==> src/rtl/plr_defs.vh <==
`ifndef PLR_DEFS_VH
`define PLR_DEFS_VH
// ------------------------------------------------------------
// register offsets (byte addresses)
// ------------------------------------------------------------
`define PLR_ADDR_W 8
`define PLR_REG_CTRL 8'h00
`define PLR_REG_STAT 8'h04
`define PLR_REG_IRQ_STAT 8'h08
`define PLR_REG_IRQ_MASK 8'h0c
`define PLR_REG_SPEED 8'h10
`define PLR_REG_RETRY 8'h14
// ------------------------------------------------------------
// control register fields
// ------------------------------------------------------------
`define PLR_CTRL_RESTART_BIT 0
`define PLR_CTRL_ADJ_MODE_BIT 1
`define PLR_CTRL_KEYPAD_BIT 2
`define PLR_CTRL_HOLD_BIT 3
`define PLR_CTRL_RCNT_LSB 4
`define PLR_CTRL_RCNT_MSB 6
`define PLR_CTRL_IVL_LSB 8
`define PLR_CTRL_IVL_MSB 12
`define PLR_CTRL_ALM_RST_BIT 16
`define PLR_CTRL_RESET 32'h0000_0200
// ------------------------------------------------------------
// interrupt event bits
// ------------------------------------------------------------
`define PLR_EV_PFAIL 0
`define PLR_EV_RECOVER 1
`define PLR_EV_TRIP 2
`define PLR_EV_RETRY 3
`define PLR_EV_ALARM 4
`define PLR_EV_W 5
// ------------------------------------------------------------
// timing
// ------------------------------------------------------------
`define PLR_CLK_HZ 250000000
`define PLR_SEC_CYCLES 250000000
`define PLR_IVL_MIN_S 2
`define PLR_IVL_MAX_S 20
`define PLR_SETTLE_MS 100
`define PLR_SETTLE_CYCLES (`PLR_CLK_HZ / 1000 * `PLR_SETTLE_MS)
`endif

==> src/rtl/plr_restart.v <==
// Added by the designer: the placing of the registers and the plain strobed port.
`include "plr_defs.vh"
`default_nettype none
module plr_restart #(
  parameter SPD_W = 16,                       // speed word width
  parameter SEC_CYCLES = `PLR_SEC_CYCLES,     // cycles per second
  parameter SETTLE_CYCLES = `PLR_SETTLE_CYCLES // clean-run time before retry count clears
) (
  input wire i_sys_clk,
  input wire i_rst,
  input wire [`PLR_ADDR_W-1:0] i_addr,
  input wire [31:0] i_wdata,
  input wire i_wr,
  input wire i_rd,
  output reg [31:0] o_rdata,
  input wire i_undervoltage,                  // dc link below undervoltage level
  input wire i_ctrl_power_lost,               // control supply dropped during failure
  input wire i_overvoltage_alarm,
  input wire i_drive_overheat_alarm,
  input wire i_board_overheat_alarm,
  input wire i_drive_overload_alarm,
  input wire i_motor_overload_alarm,
  input wire i_other_fault,                   // any non-eligible fault
  input wire i_forward_run_cmd,
  input wire i_reverse_run_cmd,
  input wire i_keypad_stop,                   // keypad stop key
  input wire i_run_hold_input,
  input wire i_adjuster_increase_cmd,
  input wire i_adjuster_decrease_cmd,
  input wire i_adjuster_clear_cmd,
  input wire [SPD_W-1:0] i_motor_speed,       // measured speed
  input wire [SPD_W-1:0] i_speed_setting,     // ramp-mode speed setting
  input wire [SPD_W-1:0] i_adjuster_speed,    // adjuster output
  output reg o_output_enable,                 // power stage gating
  output reg [SPD_W-1:0] o_speed_cmd,
  output reg [SPD_W-1:0] o_ramp_rate,         // per-step rate of recovery ramp
  output reg o_decel_stop,                    // decelerate-to-stop request
  output reg o_adjuster_enable,               // adjuster commands passed through
  output reg o_adjuster_increase,
  output reg o_adjuster_decrease,
  output reg o_adjuster_clear,
  output reg o_undervoltage_alarm,
  output reg o_any_alarm,
  output reg o_link_voltage_ok_flag,
  output reg o_protect_clear,                 // one-cycle protection release
  output wire o_irq
);

  // ------------------------------------------------------------
  // states
  // ------------------------------------------------------------
  localparam [6:0] ST_RUN = 7'h01;
  localparam [6:0] ST_COAST = 7'h02;
  localparam [6:0] ST_RAMP = 7'h04;
  localparam [6:0] ST_STOP = 7'h08;
  localparam [6:0] ST_WAIT = 7'h10;
  localparam [6:0] ST_ALARM = 7'h20;
  localparam [6:0] ST_LOCK = 7'h40;           // stopped until fresh run

  // ------------------------------------------------------------
  // registers
  // ------------------------------------------------------------
  reg [31:0] ctrl_r;                          // software control word
  reg [`PLR_EV_W-1:0] irq_stat_r;             // sticky events
  reg [`PLR_EV_W-1:0] irq_mask_r;             // event enables
  reg [6:0] state_r;
  reg [SPD_W-1:0] held_speed_r;               // speed before failure
  reg [2:0] retry_cnt_r;                      // retries consumed
  reg [4:0] sec_cnt_r;                        // seconds waited
  reg [31:0] tick_cnt_r;                      // cycles within a second
  reg [31:0] settle_cnt_r;                    // clean-run cycles
  reg stop_seen_r;                            // keypad stop during failure
  reg hold_drop_r;                            // run-hold dropped during failure
  reg run_drop_r;                             // both run commands off in failure
  reg [`PLR_EV_W-1:0] ev;                     // this cycle's events

  wire restart_en = ctrl_r[`PLR_CTRL_RESTART_BIT];
  wire adj_mode = ctrl_r[`PLR_CTRL_ADJ_MODE_BIT];
  wire keypad_mode = ctrl_r[`PLR_CTRL_KEYPAD_BIT];
  wire hold_mode = ctrl_r[`PLR_CTRL_HOLD_BIT];
  wire [2:0] retry_lim = ctrl_r[`PLR_CTRL_RCNT_MSB:`PLR_CTRL_RCNT_LSB];
  wire [4:0] ivl_raw = ctrl_r[`PLR_CTRL_IVL_MSB:`PLR_CTRL_IVL_LSB];
  wire run_cmd = i_forward_run_cmd | i_reverse_run_cmd;
  wire adj_open = (state_r != ST_RAMP) && (state_r != ST_COAST); // held target must not move

  // clamp interval into its legal span
  wire [4:0] ivl_s = (ivl_raw < 5'd2) ? 5'd2 : ((ivl_raw > 5'd20) ? 5'd20 : ivl_raw);

  // ------------------------------------------------------------
  // fault classification
  // ------------------------------------------------------------
  // eligible alarm set
  wire elig_fault = i_overvoltage_alarm | i_drive_overheat_alarm | i_board_overheat_alarm |
                    i_drive_overload_alarm | i_motor_overload_alarm |
                    (i_undervoltage & ~restart_en);
  wire retry_armed = (retry_lim != 3'h0);

  // restart permission after recovery, by command source
  function restart_ok;
    input kp;
    input hm;
    input run;
    input stop_seen;
    input hold_drop;
    begin
      if (kp) begin
        restart_ok = ~stop_seen;
      end else if (hm) begin
        restart_ok = ~hold_drop;
      end else begin
        restart_ok = run;
      end
    end
  endfunction

  // ------------------------------------------------------------
  // register bus
  // ------------------------------------------------------------
  wire wr_ctrl = i_wr & (i_addr == `PLR_REG_CTRL);
  wire wr_istat = i_wr & (i_addr == `PLR_REG_IRQ_STAT);
  wire wr_imask = i_wr & (i_addr == `PLR_REG_IRQ_MASK);
  // alarm reset is a self-clearing strobe, never stored
  wire alm_rst = wr_ctrl & i_wdata[`PLR_CTRL_ALM_RST_BIT];

  // control and mask storage
  always @(posedge i_sys_clk) begin
    if (i_rst) begin
      ctrl_r <= `PLR_CTRL_RESET;
      irq_mask_r <= {`PLR_EV_W{1'b0}};
    end else begin
      if (wr_ctrl) begin
        ctrl_r <= {19'h0, i_wdata[12:0]};
      end
      if (wr_imask) begin
        irq_mask_r <= i_wdata[`PLR_EV_W-1:0];
      end
    end
  end

  // sticky status: set beats write-one-clear
  always @(posedge i_sys_clk) begin
    if (i_rst) begin
      irq_stat_r <= {`PLR_EV_W{1'b0}};
    end else begin
      irq_stat_r <= (irq_stat_r & ~({`PLR_EV_W{wr_istat}} & i_wdata[`PLR_EV_W-1:0])) | ev;
    end
  end

  assign o_irq = |(irq_stat_r & irq_mask_r);

  // read data one cycle after strobe; unmapped reads zero
  always @(posedge i_sys_clk) begin
    if (i_rst) begin
      o_rdata <= 32'h0;
    end else if (i_rd) begin
      case (i_addr)
        `PLR_REG_CTRL: o_rdata <= ctrl_r;
        `PLR_REG_STAT: o_rdata <= {23'h0, o_any_alarm, o_link_voltage_ok_flag, state_r};
        `PLR_REG_IRQ_STAT: o_rdata <= {{(32-`PLR_EV_W){1'b0}}, irq_stat_r};
        `PLR_REG_IRQ_MASK: o_rdata <= {{(32-`PLR_EV_W){1'b0}}, irq_mask_r};
        `PLR_REG_SPEED: o_rdata <= {{(32-SPD_W){1'b0}}, held_speed_r};
        `PLR_REG_RETRY: o_rdata <= {29'h0, retry_cnt_r};
        default: o_rdata <= 32'h0;
      endcase
    end else begin
      o_rdata <= 32'h0;
    end
  end

  // ------------------------------------------------------------
  // sequencer
  // ------------------------------------------------------------
  // one fsm owns the output stage so faults and power loss cannot race
  always @(posedge i_sys_clk) begin
    if (i_rst) begin
      state_r <= ST_LOCK;
      held_speed_r <= {SPD_W{1'b0}};
      retry_cnt_r <= 3'h0;
      sec_cnt_r <= 5'h0;
      tick_cnt_r <= 32'h0;
      settle_cnt_r <= 32'h0;
      stop_seen_r <= 1'b0;
      hold_drop_r <= 1'b0;
      run_drop_r <= 1'b0;
      o_output_enable <= 1'b0;
      o_speed_cmd <= {SPD_W{1'b0}};
      o_ramp_rate <= {SPD_W{1'b0}};
      o_decel_stop <= 1'b0;
      o_undervoltage_alarm <= 1'b0;
      o_any_alarm <= 1'b0;
      o_protect_clear <= 1'b0;
      ev <= {`PLR_EV_W{1'b0}};
    end else begin
      ev <= {`PLR_EV_W{1'b0}};
      o_protect_clear <= 1'b0;
      case (state_r)
        ST_RUN: begin
          o_output_enable <= 1'b1;
          o_decel_stop <= 1'b0;
          o_speed_cmd <= adj_mode ? i_adjuster_speed : i_speed_setting;
          if (retry_cnt_r != 3'h0) begin
            if (settle_cnt_r >= SETTLE_CYCLES - 1) begin
              retry_cnt_r <= 3'h0;
              settle_cnt_r <= 32'h0;
            end else begin
              settle_cnt_r <= settle_cnt_r + 32'h1;
            end
          end
          if (i_other_fault || (elig_fault && !retry_armed)) begin
            state_r <= ST_ALARM;
            o_output_enable <= 1'b0;
            o_any_alarm <= 1'b1;
            o_undervoltage_alarm <= i_undervoltage;
            ev[`PLR_EV_ALARM] <= 1'b1;
          end else if (elig_fault) begin
            o_output_enable <= 1'b0;
            ev[`PLR_EV_TRIP] <= 1'b1;
            settle_cnt_r <= 32'h0;
            sec_cnt_r <= 5'h0;
            tick_cnt_r <= 32'h0;
            if (retry_cnt_r >= retry_lim) begin
              state_r <= ST_ALARM;
              o_any_alarm <= 1'b1;
              o_undervoltage_alarm <= i_undervoltage;
              ev[`PLR_EV_ALARM] <= 1'b1;
            end else begin
              state_r <= ST_WAIT;
            end
          end else if (i_undervoltage && restart_en) begin
            state_r <= ST_COAST;
            o_output_enable <= 1'b0;
            held_speed_r <= o_speed_cmd;
            stop_seen_r <= 1'b0;
            hold_drop_r <= 1'b0;
            run_drop_r <= 1'b0;
            ev[`PLR_EV_PFAIL] <= 1'b1;
          end else if (!keypad_mode && (hold_mode ? !i_run_hold_input : !run_cmd)) begin
            state_r <= ST_STOP;
          end
        end
        ST_COAST: begin
          o_output_enable <= 1'b0;
          if (i_keypad_stop) begin
            stop_seen_r <= 1'b1;
          end
          if (!i_run_hold_input) begin
            hold_drop_r <= 1'b1;
          end
          if (!run_cmd) begin
            run_drop_r <= 1'b1;
          end
          // recovery when link no longer undervoltage
          if (!i_undervoltage) begin
            ev[`PLR_EV_RECOVER] <= 1'b1;
            // control power loss needs fresh run in keypad or run-hold mode
            if (i_ctrl_power_lost && (keypad_mode || hold_mode)) begin
              state_r <= ST_LOCK;
            end else if (run_drop_r && !keypad_mode && !hold_mode) begin
              state_r <= ST_STOP;
              o_output_enable <= 1'b1;
              o_speed_cmd <= i_motor_speed;
            // terminal run must be on now
            end else if (restart_ok(keypad_mode, hold_mode, run_cmd, stop_seen_r,
                                    hold_drop_r)) begin
              state_r <= ST_RAMP;
              o_output_enable <= 1'b1;
              o_speed_cmd <= i_motor_speed;
              o_ramp_rate <= (held_speed_r > i_motor_speed) ?
                             ((held_speed_r - i_motor_speed) >> 4) | {{(SPD_W-1){1'b0}}, 1'b1} :
                             ((i_motor_speed - held_speed_r) >> 4) | {{(SPD_W-1){1'b0}}, 1'b1};
            end else begin
              state_r <= ST_LOCK;
            end
          end
        end
        ST_RAMP: begin
          if (i_undervoltage) begin
            state_r <= ST_COAST;
            o_output_enable <= 1'b0;
          end else if (o_speed_cmd < held_speed_r) begin
            o_speed_cmd <= (held_speed_r - o_speed_cmd > o_ramp_rate) ?
                           o_speed_cmd + o_ramp_rate : held_speed_r;
          end else if (o_speed_cmd > held_speed_r) begin
            o_speed_cmd <= (o_speed_cmd - held_speed_r > o_ramp_rate) ?
                           o_speed_cmd - o_ramp_rate : held_speed_r;
          end else begin
            state_r <= ST_RUN;
          end
        end
        ST_STOP: begin
          o_decel_stop <= 1'b1;
          o_speed_cmd <= {SPD_W{1'b0}};
          if (i_undervoltage || (i_motor_speed == {SPD_W{1'b0}})) begin
            o_output_enable <= 1'b0;
            o_decel_stop <= 1'b0;
            state_r <= ST_LOCK;
          end
        end
        ST_WAIT: begin
          o_output_enable <= 1'b0;
          if (tick_cnt_r >= SEC_CYCLES - 1) begin
            tick_cnt_r <= 32'h0;
            sec_cnt_r <= sec_cnt_r + 5'h1;
          end else begin
            tick_cnt_r <= tick_cnt_r + 32'h1;
          end
          if (sec_cnt_r >= ivl_s) begin
            o_protect_clear <= 1'b1;
            retry_cnt_r <= retry_cnt_r + 3'h1;
            ev[`PLR_EV_RETRY] <= 1'b1;
            state_r <= ST_RUN;
          end
        end
        ST_ALARM: begin
          o_output_enable <= 1'b0;
          if (alm_rst) begin
            o_any_alarm <= 1'b0;
            o_undervoltage_alarm <= 1'b0;
            retry_cnt_r <= 3'h0;
            o_protect_clear <= 1'b1;
            state_r <= ST_LOCK;
          end
        end
        ST_LOCK: begin
          // fresh run command starts the drive
          o_output_enable <= 1'b0;
          o_decel_stop <= 1'b0;
          if (!i_undervoltage && (run_cmd || (keypad_mode && !i_keypad_stop && run_cmd))) begin
            state_r <= ST_RUN;
          end
        end
        default: begin
          state_r <= ST_LOCK;
        end
      endcase
    end
  end

  // ------------------------------------------------------------
  // adjuster gating and link flag
  // ------------------------------------------------------------
  always @(posedge i_sys_clk) begin
    if (i_rst) begin
      o_adjuster_enable <= 1'b0;
      o_adjuster_increase <= 1'b0;
      o_adjuster_decrease <= 1'b0;
      o_adjuster_clear <= 1'b0;
      o_link_voltage_ok_flag <= 1'b0;
    end else begin
      o_adjuster_enable <= adj_open;
      o_adjuster_increase <= i_adjuster_increase_cmd && adj_open;
      o_adjuster_decrease <= i_adjuster_decrease_cmd && adj_open;
      o_adjuster_clear <= i_adjuster_clear_cmd && adj_open;
      o_link_voltage_ok_flag <= ~i_undervoltage;
    end
  end

endmodule
`default_nettype wire

==> config.mk <==
export PLATFORM = sky130hd
export DESIGN_NAME = plr_restart
export DESIGN_NICKNAME = d
export VERILOG_FILES = /design/src/rtl/plr_restart.v
export VERILOG_INCLUDE_DIRS = /design/src /design/src/rtl
export SDC_FILE = /design/constraint.sdc
export NUM_CORES = 1
export LEC_CHECK = 0
export ABC_AREA = 0
export BUFFER_PORTS_ARGS = -buffer_cell sky130_fd_sc_hd__clkbuf_2
export CORE_UTILIZATION = 35
export CTS_CLUSTER_DIAMETER = 100
export DETAILED_ROUTE_END_ITERATION = 10
export SYNTH_ARGS = -nofsm -noshare
export SYNTH_HDL_FRONTEND = slang
export SYNTH_SLANG_ARGS = --single-unit
==> constraint.sdc <==
create_clock -name i_sys_clk -period 10.11 [get_ports i_sys_clk]
set_input_delay 1.011 -clock i_sys_clk [delete_from_list [all_inputs] [get_ports i_sys_clk]]
set_output_delay 1.011 -clock i_sys_clk [all_outputs]
set_load 0.005 [all_outputs]
-- Word-level counts from Yosys, hierarchy flattened
Index checks and enable logic that the tools add are counted.
- bits in registers: 200
- input bits: 107
- output and inout bits: 75
- logic and storage cells: 270
- $add $sub $neg: 10
- magnitude comparators: 11
- equality and inequality tests: 39
- multiplexer cells: 96
- bitwise operators: 28
- reductions and logical operators: 56
- operators with widths (kind ; number):
    32-bit 2-to-1 mux ; 7
    16-bit 2-to-1 mux ; 10
    7-bit 2-to-1 mux ; 15
    16-bit case mux with 6 select lines ; 1
    16-bit subtractor ; 5
    32-bit by 1-bit adder with 32-bit output, second input constant ; 2
    16-bit > comparator ; 4
    16-bit case mux with 4 select lines ; 1
    32-bit case mux with 2 select lines ; 1
    7-bit case mux with 7 select lines ; 1
    1-bit 2-to-1 mux ; 39
    2-bit != test, second input constant ; 18
    32-bit by 25-bit >= comparator with 1-bit output, second input constant ; 1
    32-bit by 28-bit >= comparator with 1-bit output, second input constant ; 1
    5-bit 2-to-1 mux ; 5
    5-bit AND reduction ; 5
    3-bit != test, second input constant ; 6
    16-bit adder ; 1
    8-bit by 4-bit equality test with 1-bit output, second input constant ; 2
    8-bit by 5-bit equality test with 1-bit output, second input constant ; 2
    16-bit zero test ; 1
    16-bit < comparator ; 1
    5-bit bitwise AND ; 3
    1-bit case mux with 2 select lines ; 7
    other kinds (44) ; 101

-- Depth between registers and ports, before layout
- word-level depth: 13
- gate-level depth with buffers: 22
- gate-level depth less buffers: 21

-- Worst setup path before layout
OpenSTA, ideal clock, no wires.
- path type: reg2reg
- from: register o_speed_cmd[1]
- to: register o_speed_cmd[11]
- library setup time: 0.086 ns
- arrival: 4.035 ns
- data required time: 10.024 ns
- path slack: 5.989 ns
- stages on the path, launching flop included: 18
- buffers on the path: 0
- period minus slack after synthesis: 4.121 ns
- cells stage by stage: dfxtp_1 inv_1 ha_1 nor2b_1 o21ai_0 nand3_1 a41oi_1 xnor2_1 ha_1 nand2_1 a2bb2oi_1 nand3_1 o21ai_0 o2111ai_4 nor2_4 mux2i_1 a2111o_1 a221oi_2
- cells in the longest elaborated chain, start to end: 7
- elaborated cells on any way between the ends: 16
- classes of those cells: add/sub (4); order compare (4); eq/ne (1); mux (6); reduce/logical (1)
- ends and longest elaborated chain (item ; line ; source):
    start: declaration ; plr_restart.v:35 ; output reg [SPD_W-1:0] o_speed_cmd,
    start signal: assignment ; plr_restart.v:186 ; o_speed_cmd <= {SPD_W{1'b0}};
    start signal: assignment ; plr_restart.v:200 ; o_speed_cmd <= adj_mode ? i_adjuster_speed : i_speed_setting;
    start signal: assignment ; plr_restart.v:261 ; o_speed_cmd <= i_motor_speed;
    16-bit subtractor ; plr_restart.v:284 ; o_speed_cmd <= (o_speed_cmd - held_speed_r > o_ramp_rate) ?
    16-bit > comparator ; plr_restart.v:284 ;
    16-bit 2-to-1 mux ; plr_restart.v:284 ;
    16-bit 2-to-1 mux ; plr_restart.v:283 ; end else if (o_speed_cmd > held_speed_r) begin
    16-bit 2-to-1 mux ; plr_restart.v:280 ; end else if (o_speed_cmd < held_speed_r) begin
    16-bit 2-to-1 mux ; plr_restart.v:277 ; if (i_undervoltage) begin
    16-bit case mux with 4 select lines ; plr_restart.v:196 ; case (state_r)
Several ways; a longest one is shown, not always the timed one. The select of a mux whose other input is x is not followed.
A chain may end at the register's enable or synchronous reset.

-- Worst setup path in the final report
- from: register o_speed_cmd[1]
- to: register o_speed_cmd[3]
Same word-level chain as after synthesis.

==> flow_summary.toml <==
[clock_tree]
cts_hold_buf = 0
cts.sink_count = 180
cts.path.max_buffers = 2
cts-resized-gates = 0
clkTransAtPathRegs_ps = 80
htreeDepth = 4
cts_setup_buffers = 0
cts_tree = "yes"
root_buffer = "clkbuf_16"
cts-buffers-inserted = 17
clk-insertion-delay-late_ps = 470

[route]
vias = 13780
drt_iter0_drc = 1156
vias_per_cell = 5.702
post_drt_wl_per_cell_um = 20.36
drcViolationCount = 0
ant_nets = 0
wirelength_mm = 49.22
drt-pass1-iter-count = 5

[grt]
grt-ovfl-total = 0
grt_antenna_before_repair = 0
grt_pass1_vias = 12890
grt_usage_pct = 24.05
grt_max_degree = 41
grt_pass1_wl_mm = 75.80

[die]
rows = 72
die_area_um2 = 40540
ios = 182
fp.dieH_um = 201.4
core_area_um2 = 38920
die_w_um = 201.4
initial_core_util_pct = 35.74

[timing]
finalWorstSetupSlack_ps = 4641
setup_tns_ps = 0
fin_crit_ps = 5469
relSlewSlack_pct = 17.99
finClkSkew_ps = 22.99
finalSetupViolations = 0
finalHoldViolCount = 0
finalMaxSlewViolations = 0
worst_slew_pin_slew_ps = 1230
finalCritPeriodShare_pct = 54.10
grt_setup_unrepaired = "no"
fmax_mhz = 182.8

[layout]
fin_area_um2 = 15490
diodes = 0
nets = 2119
area_delta_synth_final_pct = 11.38
drive_gt1_share_pct = 12.90
final_cells = 2417
nFillCells = 4030

[yosys]
syn_area_um2 = 13910
synth_top_area_share_pct = 25.91
yosys-top-cells-count = "nand2_1 (196), nor2_1 (187), dfxtp_1 (180)"
seq_area_frac_synth_pct = 25.91
async_reset_ff_share_pct = 0
yosysWarnings = 0
synth_edf_count = 0
ys_seq_elements = 180
post_synth.cell_area_avg_um2 = 7.762
synth.area.top_cells = "dfxtp_1 (26%), ha_1 (11%), nand2_1 (5.3%)"
netlist-cell-type-count = 106
synth_flop_cell = "dfxtp_1"
yosys.cell_count.top_type = "nand2_1"
syn_inst = 1792
yosys.area.top_type = "dfxtp_1"

[worst_setup_path]
cp_max_fo = 16
cpMaxStageDelayCell = "o21ai_2"
end_kind = "flop"
critPathLaunchType = "flop"
max_stage_delay_ps = 790
path_cells = "inv_1 -> ha_1 -> nor2b_1 -> o21ai_0 -> nand3_1 -> a41oi_1 -> xnor2_1 -> ha_1 -> nand2_1 -> a2bb2oi_1 -> nand3_1 -> o21ai_0 -> o2111ai_4 -> o21ai_2 -> o32ai_1 -> a21o_1 -> o41ai_2"
worstSetupPathType = "reg2reg"
cp_top_family = "compound AO/OA/AOI/OAI gates"
arrival_ps = 5830
crit_required_ps = 10470
critPathBufInv = 1

[pwr]
p_leak_uw = 0.006223
power_density_nw_per_um2 = 249.2
vdd_drop_max_mv = 0.1780
power_uw = 3861

[placed_design]
dp_cells = 2385
io_buffers = 143
dpl_worst_slack_ps = 4765
postPlaceCellArea_um2 = 14930
hpwl_mm = 38.51
gp_congestion = 0.9820

[status]
status = "finished, final reports clean"

[worst_hold_path]
hold_path.class = "reg2reg"

[job]
drv_cap = 0
-- stage by stage --
step                hold WS [ps]  utilization, %
global placement           421.4           38.36
CTS                        450.4           39.81
floorplan                  413.0               -
detailed placement         432.0           38.36
finish                     445.6           39.81
global route               497.2           39.81
-- cell usage in the layout (no fill, tap or decap), types with 22 or more instances in the layout --
master,Yosys,final
inv_1,102,102
nand3_1,48,48
nand2_1,196,196
a21o_1,34,34
nor3_1,42,42
ha_1,122,122
nand4_1,25,25
dfxtp_1,180,180
nor2_1,187,187
and2_1,23,23
a21oi_1,146,146
a31oi_1,26,26
xnor2_1,38,38
mux2i_1,37,37
nand2b_1,22,22
o21ai_0,93,93
xor2_1,31,31
clkbuf_2,0,142
-- registers in the layout, summed over array words and instances, names as in the netlist, 3 cells and up --
name / count
state_r: 7
o_speed_cmd: 16
o_rdata: 16
o_ramp_rate: 12
ev: 5
sec_cnt_r: 5
held_speed_r: 16
tick_cnt_r: 32
ctrl_r: 13
retry_cnt_r: 3
settle_cnt_r: 32
irq_stat_r: 5
irq_mask_r: 5
-- layout make-up --
class | count | area, um^2 | share of cell area, %
Multi-Input combinational cell | 1430 | 9492 | 61.27
Sequential cell | 180 | 3603 | 23.26
Timing Repair Buffer | 154 | 800.8 | 5.169
Tap cell | 518 | 648.1 | 4.183
Clock buffer | 19 | 442.9 | 2.859
Inverter | 103 | 386.6 | 2.496
Clock inverter | 13 | 118.9 | 0.7672
-- kinds of logic after synthesis --
group | Yosys count | share of synthesized area (%)
AO/OA/AOI/OAI | 504 | 24.59
XOR/XNOR | 69 | 4.345
adder cells (fa/ha/maj) | 126 | 11.55
buffers and inverters | 201 | 6.414
flip-flops | 180 | 25.91
multiplexers | 47 | 3.715
other | 1 | 0.02696
AND/OR/NAND/NOR | 664 | 23.45
-- metal layers --
| metal | wire, um | vias up | track usage, % | share of wire, % |
|---|---|---|---|---|
| li1 | - | 6605 | - | - |
| met1 | 22510 | 6576 | 32.46 | 46 |
| met2 | 21920 | 511 | 38.37 | 45 |
| met3 | 3480 | 90 | 4.649 | 7.1 |
| met4 | 1301 | 0 | 7.684 | 2.6 |
| met5 | 0 | - | 0 | 0 |
-- worst reg2reg max path, stage by stage (launching register included) --
cell,delay (ps)
dfxtp_1,620
inv_1,160
ha_1,340
nor2b_1,160
o21ai_0,520
nand3_1,210
a41oi_1,380
xnor2_1,190
ha_1,290
nand2_1,80
a2bb2oi_1,220
nand3_1,90
o21ai_0,460
o2111ai_4,280
o21ai_2,790
o32ai_1,200
a21o_1,230
o41ai_2,180
-- power breakdown --
group / internal, uW / switching [uW]
Combinational: 909 / 1480
Clock: 330 / 330
Sequential: 738 / 75.2
-- final timing paths --
path / startpoint / end / slack [ps] / cells past startpoint
worst max-delay path: o_speed_cmd[1]$_SDFFE_PP0P_ / o_speed_cmd[3]$_SDFFE_PP0P_ / 4640 / 17
worst min-delay path: ev[2]$_SDFF_PP0_ / irq_stat_r[2]$_SDFF_PP0_ / 450 / 2
worst min register to register: ev[2]$_SDFF_PP0_ / irq_stat_r[2]$_SDFF_PP0_ / 450 / 2
worst max register to register: o_speed_cmd[1]$_SDFFE_PP0P_ / o_speed_cmd[3]$_SDFFE_PP0P_ / 4640 / 17
(Power assumes the default switching activity.)
